[src/inc/rxr_pkg.sv]
// rxr_pkg: constants, register map and carrier types of the receive recovery block
// assumes: 8-bit register port, four channels, 40 MHz system clock
package rxr_pkg;
   localparam int          NCH                      = 4;
   localparam int          ADDR_W                   = 3;
   localparam int          DATA_W                   = 8;
   // register offsets
   localparam logic [2:0]  REG_GLOBAL_CONFIG        = 3'h0;
   localparam logic [2:0]  REG_RECOVERY_SELECT      = 3'h1;
   localparam logic [2:0]  REG_SINGLE_RAIL_OVERRIDE = 3'h2;
   localparam logic [2:0]  REG_CHANNEL_CODE         = 3'h3;
   localparam logic [2:0]  REG_LOS_STATUS           = 3'h4;
   localparam logic [2:0]  REG_INT_STATUS           = 3'h5;
   localparam logic [2:0]  REG_INT_CLEAR            = 3'h6;
   localparam logic [2:0]  REG_INT_ENABLE           = 3'h7;
   // global config field positions
   localparam int          GCF_CODE_POS             = 0;
   localparam int          GCF_ETSI_POS             = 1;
   localparam int          GCF_T1_POS               = 2;
   localparam int          GCF_AIS_POS              = 3;
   // reset values
   localparam logic [7:0]  GCF_RESET                = 8'h00;
   localparam logic [3:0]  CH_RESET                 = 4'h0;
   // recovery loop timing
   localparam int          OVERSAMPLE               = 16;
   localparam logic [3:0]  SAMPLE_PHASE             = 4'h8;
   // loss detection figures
   localparam logic [11:0] T1_LOS_RUN               = 12'h0af;  // 175
   localparam logic [11:0] G775_LOS_RUN             = 12'h020;  // 32
   localparam logic [11:0] ETSI_LOS_RUN             = 12'h800;  // 2048
   localparam logic [7:0]  T1_WIN                   = 8'h80;    // 128
   localparam logic [7:0]  E1_WIN                   = 8'h20;    // 32
   localparam logic [7:0]  T1_MARKS                 = 8'h10;    // 16
   localparam logic [7:0]  E1_MARKS                 = 8'h04;    // 4
   localparam logic [11:0] T1_MAX_ZEROS             = 12'h063;  // 99
   localparam logic [11:0] E1_MAX_ZEROS             = 12'h00f;  // 15
   localparam logic [4:0]  TDN_HIGH_EDGES           = 5'h10;    // 16
   localparam int          MCLK_STUCK_CYCLES        = 64;

   typedef struct packed {
      logic ais_en;
      logic t1;
      logic etsi;
      logic code;
   } rxr_gcfg_s;

   typedef struct packed {
      logic rclk;
      logic pos;
      logic neg;
      logic single;
   } rxr_chout_s;
endpackage

[src/logic/rxr_top.sv]
// rxr_top: four channel receive recovery, line code selection and loss of signal
// assumes: slicer, master clock and transmit pins arrive asynchronously; register port on clk
//
// Behaviour
// - recovery loop runs at sixteen oversample phases per line bit.
// - select bit 0 gives recovered clock and retimed nrz data per rail mode.
// - select bit 1 passes raw sliced rails; clock output is their xor.
// - master clock held high forces raw dual rail on every channel.
// - single rail uses global code: 0/pin low B8ZS/HDB3, 1/pin high AMI.
// - override bit set takes code from the channel code bit instead.
// - dual rail bypasses decoding and ignores every code setting.
// - loss output high while loss declared; alarm register shows it.
// - loss detection and clearing each raise an interrupt, masked per bit by the enable register.
// - loss declared after 175, 32 or 2048 zero bits per criterion.
// - T1 clears on 16 marks in 128 bits, no zero run over 99.
// - E1 clears on 4 marks in 32 bits, no zero run over 15.
// - host mode offers three criteria; hardware mode only G.775 and T1.
// - during loss outside raw mode, AIS bit picks recovered data and clock or all ones plus master clock.
`timescale 1ns/1ps
module rxr_top #(
   parameter int MCLK_STUCK = rxr_pkg::MCLK_STUCK_CYCLES
) (
   // clock and reset
   input  wire logic                       clk,
   input  wire logic                       nrst,
   // register port
   input  wire logic [rxr_pkg::ADDR_W-1:0] addr,
   input  wire logic [rxr_pkg::DATA_W-1:0] wdata,
   input  wire logic                       wr,
   input  wire logic                       rd,
   output logic      [rxr_pkg::DATA_W-1:0] rdata,
   // pins: mode and master clock
   input  wire logic                       hw_mode_in,
   input  wire logic                       code_pin_in,
   input  wire logic                       master_clock_in,
   // pins: slicer and transmit side
   input  wire logic [rxr_pkg::NCH-1:0]    slicer_pos_in,
   input  wire logic [rxr_pkg::NCH-1:0]    slicer_neg_in,
   input  wire logic                       tx_clock_in,
   input  wire logic [rxr_pkg::NCH-1:0]    tx_negative_in,
   // receive outputs
   output logic      [rxr_pkg::NCH-1:0]    recovered_clock_out,
   output logic      [rxr_pkg::NCH-1:0]    rx_positive_out,
   output logic      [rxr_pkg::NCH-1:0]    rx_negative_out,
   output logic      [rxr_pkg::NCH-1:0]    rx_single_data_out,
   output logic      [rxr_pkg::NCH-1:0]    loss_of_signal_out,
   // interrupt
   output logic                            irq
);
   import rxr_pkg::*;

   localparam int SYNC_W = 4 + 3 * NCH;

   // two-flop synchronisers for every pin input
   logic [SYNC_W-1:0] sync1_q;
   logic [SYNC_W-1:0] sync2_q;
   always_ff @(posedge clk or negedge nrst) begin
      if (!nrst) begin
         sync1_q <= '0;
         sync2_q <= '0;
      end else begin
         sync1_q <= {hw_mode_in, code_pin_in, master_clock_in, tx_clock_in,
                     slicer_pos_in, slicer_neg_in, tx_negative_in};
         sync2_q <= sync1_q;
      end
   end

   logic           hw_s;
   logic           code_pin_s;
   logic           mclk_s;
   logic           txclk_s;
   logic [NCH-1:0] pos_s;
   logic [NCH-1:0] neg_s;
   logic [NCH-1:0] tdn_s;
   assign {hw_s, code_pin_s, mclk_s, txclk_s, pos_s, neg_s, tdn_s} = sync2_q;

   // edge finders on synchronised clocks
   logic mclk_d1_q;
   logic txclk_d1_q;
   logic tick;
   logic tx_edge;
   always_ff @(posedge clk or negedge nrst) begin
      if (!nrst) begin
         mclk_d1_q  <= 1'b0;
         txclk_d1_q <= 1'b0;
      end else begin
         mclk_d1_q  <= mclk_s;
         txclk_d1_q <= txclk_s;
      end
   end
   assign tick    = mclk_s & ~mclk_d1_q;
   assign tx_edge = txclk_s & ~txclk_d1_q;

   // master clock held high is seen as no edge for MCLK_STUCK cycles
   logic [15:0] stuck_cnt_q;
   logic        mclk_high_q;
   always_ff @(posedge clk or negedge nrst) begin
      if (!nrst) begin
         stuck_cnt_q <= 16'h0000;
         mclk_high_q <= 1'b0;
      end else if (tick || !mclk_s) begin
         stuck_cnt_q <= 16'h0000;
         mclk_high_q <= 1'b0;
      end else if (stuck_cnt_q == 16'(MCLK_STUCK)) begin
         mclk_high_q <= 1'b1;
      end else begin
         stuck_cnt_q <= stuck_cnt_q + 16'h0001;
      end
   end

   // registers
   rxr_gcfg_s      gcfg_q;
   logic [NCH-1:0] crs_q;
   logic [NCH-1:0] sing_q;
   logic [NCH-1:0] ccode_q;
   logic [7:0]     int_en_q;
   logic [7:0]     int_st_q;
   logic [NCH-1:0] los_w;
   logic [NCH-1:0] los_d1_q;
   logic [7:0]     int_ev;
   logic [7:0]     int_clr;

   always_ff @(posedge clk or negedge nrst) begin
      if (!nrst) begin
         gcfg_q   <= rxr_gcfg_s'(GCF_RESET[3:0]);
         crs_q    <= CH_RESET;
         sing_q   <= CH_RESET;
         ccode_q  <= CH_RESET;
         int_en_q <= 8'h00;
      end else if (wr) begin
         unique case (addr)
            REG_GLOBAL_CONFIG: begin
               gcfg_q.code   <= wdata[GCF_CODE_POS];
               gcfg_q.etsi   <= wdata[GCF_ETSI_POS];
               gcfg_q.t1     <= wdata[GCF_T1_POS];
               gcfg_q.ais_en <= wdata[GCF_AIS_POS];
            end
            REG_RECOVERY_SELECT:      crs_q    <= wdata[NCH-1:0];
            REG_SINGLE_RAIL_OVERRIDE: sing_q   <= wdata[NCH-1:0];
            REG_CHANNEL_CODE:         ccode_q  <= wdata[NCH-1:0];
            REG_INT_ENABLE:           int_en_q <= wdata;
            default: ;
         endcase
      end
   end

   // events: low nibble loss declared, high nibble loss cleared
   assign int_ev  = {los_d1_q & ~los_w, los_w & ~los_d1_q};
   assign int_clr = (wr && addr == REG_INT_CLEAR) ? wdata : 8'h00;
   always_ff @(posedge clk or negedge nrst) begin
      if (!nrst) begin
         los_d1_q <= CH_RESET;
         int_st_q <= 8'h00;
         irq      <= 1'b0;
      end else begin
         los_d1_q <= los_w;
         // a new event wins over a clear in the same cycle
         int_st_q <= (int_st_q & ~int_clr) | int_ev;
         irq      <= |(((int_st_q & ~int_clr) | int_ev) & int_en_q);
      end
   end

   always_ff @(posedge clk or negedge nrst) begin
      if (!nrst) begin
         rdata <= 8'h00;
      end else if (rd) begin
         unique case (addr)
            REG_GLOBAL_CONFIG:        rdata <= {4'h0, gcfg_q};
            REG_RECOVERY_SELECT:      rdata <= {4'h0, crs_q};
            REG_SINGLE_RAIL_OVERRIDE: rdata <= {4'h0, sing_q};
            REG_CHANNEL_CODE:         rdata <= {4'h0, ccode_q};
            REG_LOS_STATUS:           rdata <= {4'h0, los_w};
            REG_INT_STATUS:           rdata <= int_st_q;
            REG_INT_ENABLE:           rdata <= int_en_q;
            default:                  rdata <= 8'h00;
         endcase
      end else begin
         rdata <= 8'h00;
      end
   end

   // hardware mode offers no ETSI criterion and takes the code from the pin
   logic etsi_eff;
   logic gcode_eff;
   assign etsi_eff  = gcfg_q.etsi & ~hw_s & ~gcfg_q.t1;
   assign gcode_eff = hw_s ? code_pin_s : gcfg_q.code;

   genvar g;
   generate
      for (g = 0; g < NCH; g++) begin : gen_ch
         logic       stb;
         logic       bpos;
         logic       bneg;
         logic       rclk_rec;
         logic [4:0] tdn_cnt_q;
         logic       single;
         logic       raw;
         logic       ami;
         logic       lastpos_q;
         logic [3:0] dly_q;
         logic       kill_q;
         logic       viol;
         logic       ais_ph_q;
         rxr_chout_s o_d;

         rxr_cdr u_cdr (
            .clk     (clk),
            .nrst    (nrst),
            .tick    (tick),
            .pos     (pos_s[g]),
            .neg     (neg_s[g]),
            .bit_stb (stb),
            .bit_pos (bpos),
            .bit_neg (bneg),
            .rclk    (rclk_rec)
         );

         rxr_los u_los (
            .clk     (clk),
            .nrst    (nrst),
            .t1      (gcfg_q.t1),
            .etsi    (etsi_eff),
            .bit_stb (stb),
            .mark    (bpos | bneg),
            .los     (los_w[g])
         );

         // single rail mode 1: transmit negative high beyond 16 transmit clocks
         always_ff @(posedge clk or negedge nrst) begin
            if (!nrst) begin
               tdn_cnt_q <= 5'h00;
            end else if (tx_edge) begin
               if (!tdn_s[g]) begin
                  tdn_cnt_q <= 5'h00;
               end else if (tdn_cnt_q <= TDN_HIGH_EDGES) begin
                  tdn_cnt_q <= tdn_cnt_q + 5'h01;
               end
            end
         end

         assign raw    = crs_q[g] | mclk_high_q;
         assign single = !raw && ((tdn_cnt_q > TDN_HIGH_EDGES) || sing_q[g]);
         assign ami    = sing_q[g] ? ccode_q[g] : gcode_eff;
         assign viol   = (bpos | bneg) && (bpos == lastpos_q);

         // decoder: a violation removes the substituted pattern from the delay line
         always_ff @(posedge clk or negedge nrst) begin
            if (!nrst) begin
               lastpos_q <= 1'b0;
               dly_q     <= 4'h0;
               kill_q    <= 1'b0;
               ais_ph_q  <= 1'b0;
            end else if (stb) begin
               ais_ph_q <= ~ais_ph_q;
               if (bpos | bneg) begin
                  lastpos_q <= bpos;
               end
               if (!ami && viol) begin
                  dly_q  <= 4'h0;
                  kill_q <= gcfg_q.t1;
               end else begin
                  dly_q  <= {dly_q[2:0], (bpos | bneg) & ~kill_q};
                  kill_q <= 1'b0;
               end
            end
         end

         always_comb begin
            o_d = '0;
            if (raw) begin
               o_d.pos  = pos_s[g];
               o_d.neg  = neg_s[g];
               o_d.rclk = pos_s[g] ^ neg_s[g];
            end else if (los_w[g] && gcfg_q.ais_en) begin
               o_d.rclk   = mclk_s;
               o_d.pos    = !single & ais_ph_q;
               o_d.neg    = !single & ~ais_ph_q;
               o_d.single = single;
            end else begin
               o_d.rclk = rclk_rec;
               if (single) begin
                  o_d.single = ami ? dly_q[0] : dly_q[3];
               end else begin
                  o_d.pos = bpos;
                  o_d.neg = bneg;
               end
            end
         end

         always_ff @(posedge clk or negedge nrst) begin
            if (!nrst) begin
               recovered_clock_out[g] <= 1'b0;
               rx_positive_out[g]     <= 1'b0;
               rx_negative_out[g]     <= 1'b0;
               rx_single_data_out[g]  <= 1'b0;
               loss_of_signal_out[g]  <= 1'b0;
            end else begin
               recovered_clock_out[g] <= o_d.rclk;
               rx_positive_out[g]     <= o_d.pos;
               rx_negative_out[g]     <= o_d.neg;
               rx_single_data_out[g]  <= o_d.single;
               loss_of_signal_out[g]  <= los_w[g];
            end
         end
      end
   endgenerate
endmodule

[src/logic/rxr_cdr.sv]
// rxr_cdr: one channel of the digital recovery loop, 16 phases per bit
// assumes: tick is a one-cycle pulse per oversampling clock edge, pos/neg already synchronised
`timescale 1ns/1ps
module rxr_cdr (
   // clock and reset
   input  wire logic clk,
   input  wire logic nrst,
   // oversampling tick and sliced line
   input  wire logic tick,
   input  wire logic pos,
   input  wire logic neg,
   // recovered bit
   output logic      bit_stb,
   output logic      bit_pos,
   output logic      bit_neg,
   output logic      rclk
);
   import rxr_pkg::*;

   logic [3:0] phase_q;
   logic       prev_any_q;
   logic       pend_pos_q;
   logic       pend_neg_q;
   logic       any_w;
   logic       smp_w;

   assign any_w = pos | neg;
   assign smp_w = tick && (phase_q == SAMPLE_PHASE);

   // phase restarts on each pulse leading edge, otherwise free runs
   always_ff @(posedge clk or negedge nrst) begin
      if (!nrst) begin
         phase_q    <= 4'h0;
         prev_any_q <= 1'b0;
      end else if (tick) begin
         prev_any_q <= any_w;
         if (any_w && !prev_any_q) begin
            phase_q <= 4'h1;
         end else begin
            phase_q <= phase_q + 4'h1;
         end
      end
   end

   // pulses seen during the bit are held until the mid-bit sample
   always_ff @(posedge clk or negedge nrst) begin
      if (!nrst) begin
         pend_pos_q <= 1'b0;
         pend_neg_q <= 1'b0;
      end else if (smp_w) begin
         pend_pos_q <= 1'b0;
         pend_neg_q <= 1'b0;
      end else begin
         pend_pos_q <= pend_pos_q | pos;
         pend_neg_q <= pend_neg_q | neg;
      end
   end

   // retimed nrz bit and recovered clock
   always_ff @(posedge clk or negedge nrst) begin
      if (!nrst) begin
         bit_stb <= 1'b0;
         bit_pos <= 1'b0;
         bit_neg <= 1'b0;
         rclk    <= 1'b0;
      end else begin
         bit_stb <= smp_w;
         rclk    <= (phase_q < SAMPLE_PHASE);
         if (smp_w) begin
            bit_pos <= pend_pos_q | pos;
            bit_neg <= pend_neg_q | neg;
         end
      end
   end
endmodule

[src/logic/rxr_los.sv]
// rxr_los: loss of signal detect and density based clearing for one channel
// assumes: bit_stb marks one recovered bit, mark is valid beside it
`timescale 1ns/1ps
module rxr_los (
   // clock and reset
   input  wire logic clk,
   input  wire logic nrst,
   // criterion selection
   input  wire logic t1,
   input  wire logic etsi,
   // recovered bits
   input  wire logic bit_stb,
   input  wire logic mark,
   // state
   output logic      los
);
   import rxr_pkg::*;

   logic [127:0] hist_q;
   logic [11:0]  zrun_q;
   logic [11:0]  zrun_d;
   logic [15:0]  marks_q;
   logic [15:0]  marks_d;
   logic [7:0]   clean_q;
   logic [7:0]   clean_d;
   logic [11:0]  run_len;
   logic [11:0]  max_z;
   logic [7:0]   win;
   logic [7:0]   need;

   always_comb begin
      run_len = t1 ? T1_LOS_RUN : (etsi ? ETSI_LOS_RUN : G775_LOS_RUN);
      win     = t1 ? T1_WIN : E1_WIN;
      need    = t1 ? T1_MARKS : E1_MARKS;
      max_z   = t1 ? T1_MAX_ZEROS : E1_MAX_ZEROS;
      zrun_d  = mark ? 12'h000 : ((zrun_q == 12'hfff) ? zrun_q : zrun_q + 12'h001);
      // low byte 32-bit window, high 128-bit
      marks_d = marks_q + {7'h00, mark, 7'h00, mark} - {7'h00, hist_q[127], 7'h00, hist_q[31]};
      // bits since the last zero run that went beyond the limit
      if (zrun_d > max_z) begin
         clean_d = 8'h00;
      end else begin
         clean_d = (clean_q == 8'hff) ? clean_q : clean_q + 8'h01;
      end
   end

   // counting advances once per recovered bit
   always_ff @(posedge clk or negedge nrst) begin
      if (!nrst) begin
         hist_q  <= '0;
         zrun_q  <= 12'h000;
         marks_q <= 16'h0000;
         clean_q <= 8'h00;
      end else if (bit_stb) begin
         hist_q  <= {hist_q[126:0], mark};
         zrun_q  <= zrun_d;
         marks_q <= marks_d;
         clean_q <= clean_d;
      end
   end

   always_ff @(posedge clk or negedge nrst) begin
      if (!nrst) begin
         los <= 1'b0;
      end else if (bit_stb) begin
         if (!los && zrun_d >= run_len) begin
            los <= 1'b1;
         end else if (los && (t1 ? marks_d[15:8] : marks_d[7:0]) >= need && clean_d >= win) begin
            los <= 1'b0;
         end
      end
   end
endmodule

[config.mk]
export PLATFORM = sky130hd
export DESIGN_NAME = rxr_top
export DESIGN_NICKNAME = d
export VERILOG_FILES = /design/src/inc/rxr_pkg.sv /design/src/logic/rxr_top.sv /design/src/logic/rxr_cdr.sv /design/src/logic/rxr_los.sv
export SDC_FILE = /design/constraint.sdc
export NUM_CORES = 1
export LEC_CHECK = 0
export BUFFER_PORTS_ARGS = -buffer_cell sky130_fd_sc_hd__buf_4
export CORE_MARGIN = 2
export CORE_UTILIZATION = 60
export DETAILED_ROUTE_END_ITERATION = 6
export GPL_ROUTABILITY_DRIVEN = 0
export GPL_TIMING_DRIVEN = 0
export PLACE_DENSITY = 0.81
export SYNTH_ARGS = -nofsm -noshare
export SYNTH_HDL_FRONTEND = slang
export SYNTH_SLANG_ARGS = --single-unit
[constraint.sdc]
create_clock -name clk -period 9.1 [get_ports clk]
set_input_delay 0.91 -clock clk [delete_from_list [all_inputs] [get_ports clk]]
set_output_delay 0.91 -clock clk [all_outputs]
set_load 0.02 [all_outputs]
==> run metrics, run 1 <==
Clock Power Share=~33%; Clock Latency Late Sink=0.63 ns; Post-synth EDFFs=0; Vias=~25,000; CP Max Fanout=21; first-pass GRT wire length=about 130 mm; chip height=259.9 um; Post-CTS Resized=0; most frequent cells in the layout=dfrtp_1, mux2_2, nand2_1, nor2_1, inv_1; Leakage=about 0.021 uW; initial antenna violation count=0; xor and xnor fraction of the mapped netlist area=1.983%; number of cell rows=93; Routed Antenna Nets=0; Max IR drop VDD=between 0.00015 and 0.0002 V; status=completed; # hold bufs at CTS=0; Synth Area in Simple Gates=8.335%; Worst EP arrival=a little under 6 ns; net load switching power=around 3400 uW; non-filler instance count after layout=4,348; Synth Area in Compound Gates=9.105%; dominant synthesized flop cell=dfrtp_1; layout cell share with drive strength beyond 1=between 20% and 30%; clock root buffer master=clkbuf_16; placed inst area=about 41,000 um^2; wire length per cell=17.05 um; pwr dens=249.2 nW/um^2; combinational share of power=27.0%; post-synth top area share=55.01%; cell area after layout=43,940 um^2; switching portion of total power=a little under a third; Vias per Instance=about 5.8; clock buffer depth=3; crit path setup slack, layout=~3.7 ns; max_cap viols=0; Post-DP HPWL=48.47 mm; port bufs=57; first-pass detailed-route iteration total=5; largest family of logic cells by synthesized area=multiplexers; syn avg cell area=approximately 12 um^2; Hold Fails Final Rpt=0; Critical Path End Type=flop; post-synth top area cell=dfrtp_1; fin util=between 60% and 70%; final wirelength=~74 mm; io pins=60; Post-CTS Repair Setup Buffers=0; overall routing resource usage=22.53%; area of the core=around 65,000 um^2; H-tree Lvls=3; Sink Count=~860; HP Class=in -> async; fmax=0.1838 GHz; Placed Instances=~4,200; initial drt markers=1,500; vias in the first global route=~26,000; Overflow after GRT=0; die area=around 68,000 um^2; diode count=0; number of synthesis warnings=0; RSZ-0062 raised after global routing=false; Remaining DRCs=0; Reg power frac=between 40% and 50%; Yosys reg bits=864; Final Cycle Share=about 60%; leading post-synthesis cells by cell area=dfrtp_1, mux2_2, ha_1; fin crit period=5.439 ns; Pint=roughly 7500 uW; Mapped Area=39,300 um^2; Area Overhead vs Synth=11.81%; Clock Skew=0.02786 ns; Layout Nets=around 3,600; Die Span X=around 260 um; Slew Viols, Final=0; mux share of post-synthesis cell area=approximately 18%; CTS Buf Count=between 80 and 90; Place WS=3.732 ns; adder-cell share of the synthesized area=between 5 and 6%; starting density of the core=60.85%; post-synthesis sequential area ratio=55.01%; CTS tree=yes; critical path data required time=between 9 and 10 ns; slew margin rel.=26.88%; final setup vio count=0; most common cell after layout, fill and taps aside=dfrtp_1; clock slew seen by the registers of the worst setup and hold paths=0.06 ns; largest net degree at the start of global routing=134; syn nets=approximately 3,500; Synth async-reset ratio=100.0%; Worst setup SP type=flop; Worst Tran Pin Value=roughly 1.1 ns; Netlist cell types=80; crit path kind=reg -> reg; total power=approximately 11,000 uW; Gate Count Post-Synth=approximately 3,300
==> cell type report <==
type | instances | area (um^2)
clock inverter | 34 | 359.1
multi-input combinational | 2117 | 16570
fill | 4437 | 20640
inverter | 156 | 585.6
clock buffer | 123 | 2555
buffer | 134 | 525.5
timing repair buffer | 65 | 655.6
tap | 855 | 1070
sequential | 864 | 21620
==> logic make-up (layout without fill, tap and decap cells) <==
| group | after synthesis | in the layout |
|---|---|---|
| AOI/OAI and AO/OA | 555 | 555 |
| xor gates and xnor gates | 89 | 89 |
| adders and majority gates | 153 | 153 |
| buffers and inverters | 290 | 512 |
| DFF | 864 | 864 |
| muxes | 620 | 620 |
| and+or+nand+nor | 700 | 700 |
==> worst max-delay path, stage by stage (launching register included) <==
cell and delay (ns):
dfrtp_1 0.83, buf_2 0.39, inv_1 0.09, clkbuf_2 0.44, buf_16 0.34, ha_1 0.28
inv_1 0.05, a2111oi_0 0.57, a221oi_1 0.12, o32ai_1 0.41, o2111ai_1 0.42, nand2b_1 0.32
ha_1 0.32, nand2_1 0.05, nor3_1 0.13, a41o_1 0.19, o2111ai_1 0.12, o22a_1 0.23
==> power by group through the flow <==
stage	logic, uW	registers, uW	clock network (uW)
floorplan	2220	4420	0
global placement	2820	4450	0
detailed placement	2910	4460	0
CTS	2950	4400	3670
global route	3310	4440	3840
finish	2950	4400	3600
==> metrics by stage <==
stage / hold WS (ns) / setup TNS [ns]
2_1_floorplan: 0.3312 / 0
3_3_place_gp: 0.3338 / -2098.20
3_5_place_dp: 0.3358 / 0
4_1_cts: 0.1938 / 0
5_1_grt: 0.2285 / 0
6_report: 0.2118 / 0
==> synthesized netlist by cell type (all sizes together) (11+ instances only) <==
library cell and count:
a211oi 12, a21boi 16, a21o 18, a21oi 134
a22o 15, a31oi 38, a41oi 12, and2 11
and3 33, and4 11, buf 20, clkbuf 114
dfrtp 864, ha 145, inv 153, mux2 584
mux2i 34, nand2 248, nand2b 16, nand3 67
nand4 22, nor2 179, nor2b 19, nor3 36
o211ai 14, o21a 23, o21ai 144, o22ai 14
o31ai 19, or2 11, or3 11, xnor2 44
xor2 45
==> flip-flops by register name (all words and copies together), names as in the netlist, 16 cells and up <==
register	cells
gen_ch.u_los.hist_q	512
gen_ch.u_los.marks_q	64
gen_ch.u_los.zrun_q	48
gen_ch.u_los.clean_q	32
gen_ch.tdn_cnt_q	20
gen_ch.dly_q	16
gen_ch.u_cdr.phase_q	16
stuck_cnt_q	16
sync1_q	16
sync2_q	16
==> per-layer routing <==
layer	part of all wire [%]	up-vias	GRT usage, %
met5	0	-	0
met2	47	552	36.63
li1	-	11940	-
met3	4.5	159	3.431
met1	45	12547	30.96
met4	2.9	0	8.174
==> worst paths after layout <==
kind | from | endpoint | slack [ns] | cells past startpoint
max | gcfg_q[2] | gen_ch[0].u_los.los | 3.66 | 17
min | nrst | gen_ch[2].u_los.hist_q[15] | 0.21 | 1
max reg2reg | gcfg_q[2] | gen_ch[0].u_los.los | 3.66 | 17
min reg2reg | sync1_q[9] | sync2_q[9] | 0.34 | 0
max in group asynchronous | nrst | gen_ch[1].u_los.hist_q[101] | 6.79 | 4
min in group clk | sync1_q[9] | sync2_q[9] | 0.34 | 0
Note: power is estimated with default switching activity, not from simulation.
==> inputs of run 2 (changes only) <==
Clock period 9.1 ns to 5.51 ns, I/O delays scaled along.
==> run 2 against run 1 <==
  * Final cell count increased by 0.18%
  * Largest cell class unchanged
  * Global-route usage about the same
  * Critical path depth increased by 3
  * Clock skew increased by 0.00099 ns
  * Total power increased by 65%
  * Combinational power increased by 65%
==> run metrics, run 2 (synthesized netlist as in run 1, its figures left out) <==
critical path data required time=~6 ns; Critical Path End Type=flop; largest net degree at the start of global routing=between 100 and 150; H-tree Lvls=3; total power=between 15,000 and 20,000 uW; final setup vio count=0; CTS Buf Count=87; Top Registers=gen_ch.u_los.hist_q (512), gen_ch.u_los.marks_q (64), gen_ch.u_los.zrun_q (48); wire length per cell=between 15 and 20 um; Final Cycle Share=about nine tenths; Area Overhead vs Synth=12.03%; Die Span X=259.9 um; first-pass detailed-route iteration total=6; Leakage=0.02117 uW; initial drt markers=approximately 1,500; Filler cells=approximately 4,400; Routed Antenna Nets=0; Hold Fails Final Rpt=0; final wirelength=about 74 mm; Worst EP arrival=about 5.6 ns; Clock Skew=0.02886 ns; Worst setup SP type=flop; max reg flops=just over 500; overall routing resource usage=a little under a quarter; RSZ-0062 raised after global routing=false; non-filler instance count after layout=~4,400; Sink Count=864; port bufs=57; crit path kind=reg -> reg; die area=roughly 68,000 um^2; Max IR drop VDD=approximately 0.00027 V; placed inst area=41,030 um^2; Remaining DRCs=0; fmax=slightly below 0.2 GHz; most common cell after layout, fill and taps aside=dfrtp_1; Vias per Instance=slightly below 6; clock root buffer master=clkbuf_16; Most common cell on crit path=ha_1; Vias=roughly 25,000; Layout Nets=about 3,600; Placed Instances=about 4,200; layout cell share with drive strength beyond 1=a little under a quarter; number of cell rows=93; Slew Viols, Final=0; status=completed; CP Max Fanout=9; Post-CTS Repair Setup Buffers=0; Overflow after GRT=0; clock buffer depth=3; Most flops, register=gen_ch.u_los.hist_q; starting density of the core=60.85%; CP max stage delay=about 0.48 ns; cell area after layout=between 40,000 and 50,000 um^2; CTS tree=yes; fin crit period=approximately 5.1 ns; io pins=60; slew margin rel.=a little over a quarter; initial antenna violation count=0; clock slew seen by the registers of the worst setup and hold paths=approximately 0.07 ns; CP Cell Sequence=ha_1 > and4_1 > buf_2 > nand4_1 > and3_1 > xnor2_1 > nor2_1 > ha_1 > inv_1 > a2111oi_1 > a221oi_1 > o32ai_1 > o2111ai_2 > nand2b_1 > ha_1 > nand2_1 > nor3_1 > a41o_1 > o2111ai_1 > o22a_1; Worst Tran Pin Value=about 1.1 ns; diode count=0; first-pass GRT wire length=approximately 130 mm; Worst path slowest cell=a2111oi_1; vias in the first global route=approximately 26,000; max_cap viols=0; Clock Latency Late Sink=around 0.63 ns; pwr dens=just over 400 nW/um^2; most frequent cells in the layout=dfrtp_1, mux2_2, nand2_1, nor2_1, inv_1; area of the core=around 65,000 um^2; chip height=259.9 um; Post-DP HPWL=48.47 mm; HP Class=in -> reg
## run 2: cell types whose count changed in the layout (fill, tap and decap cells not counted), sizes merged
cell and delta:
dlygate4sd3 +8
## run 2: final cells by class
class	instances	area, um^2	share of cell area (%)
Sequential cell	864	21620	49.11
Buffer	134	525.5	1.194
Timing Repair Buffer	73	735.7	1.671
Clock buffer	123	2555	5.803
Multi-Input combinational cell	2117	16580	37.65
Tap cell	855	1070	2.430
Clock inverter	34	359.1	0.8156
Inverter	156	585.6	1.330
## run 2: routing by layer
metal	part of all wire (%)	wire, um	global-route usage, %	vias to the layer above
met5	0	0	0	-
met4	2.9	2154	8.110	0
met3	4.5	3352	3.324	157
met2	47	35170	36.79	559
met1	45	33560	31.02	12562
li1	-	-	-	11950
## run 2: through the flow
stage | TNS [ns] | util, % | worst slack [ns] | hold slack, ns
2_1_floorplan | 0 | - | 0.9469 | 0.2554
4_1_cts | 0 | 68.16 | 0.1128 | 0.001428
5_1_grt | 0 | 68.18 | 0.1005 | 0.01470
3_5_place_dp | 0 | 63.53 | 0.1417 | 0.3358
6_report | 0 | 68.18 | 0.4573 | 0.03200
3_3_place_gp | -4892.46 | 63.17 | -5.849 | 0.3338
## run 2: worst paths after layout
path                                           startpoint                           to  slack, ns  cells after the start
worst max-delay path            gen_ch[0].u_los.zrun_q[0]          gen_ch[0].u_los.los       0.46                     20
worst min-delay path                    tx_negative_in[1]                   sync1_q[1]       0.03                      1
worst max register to register  gen_ch[0].u_los.zrun_q[0]          gen_ch[0].u_los.los       0.46                     20
worst min register to register                 sync1_q[9]                   sync2_q[9]       0.34                      0
max in group asynchronous                            nrst  gen_ch[1].u_los.hist_q[101]       2.98                      5
min in group asynchronous                            nrst   gen_ch[2].u_los.hist_q[15]       0.45                      2
## run 2: worst max-delay path, delay by kind of cell, from the launching register on
kind,cells,cell delay [ns]
AO/OA/AOI/OAI,7,1.90
AND/OR/NAND/NOR,7,1.39
adder cells (fa/ha/maj),3,0.83
flip-flops,1,0.42
buffers and inverters,2,0.22
XOR/XNOR,1,0.13
## run 2: power by group
group          internal [uW]  total, uW  switching (uW)
sequential              6840       7270             424
clock                   3480       5940            2460
combinational           2110       4880            2770
## run 2: repair_timing
item	4_1_cts	5_1_grt
resized for setup	0	3
endpoints found under the hold margin	57	0
setup endpoints to repair	0	1
hold buffers	8	0
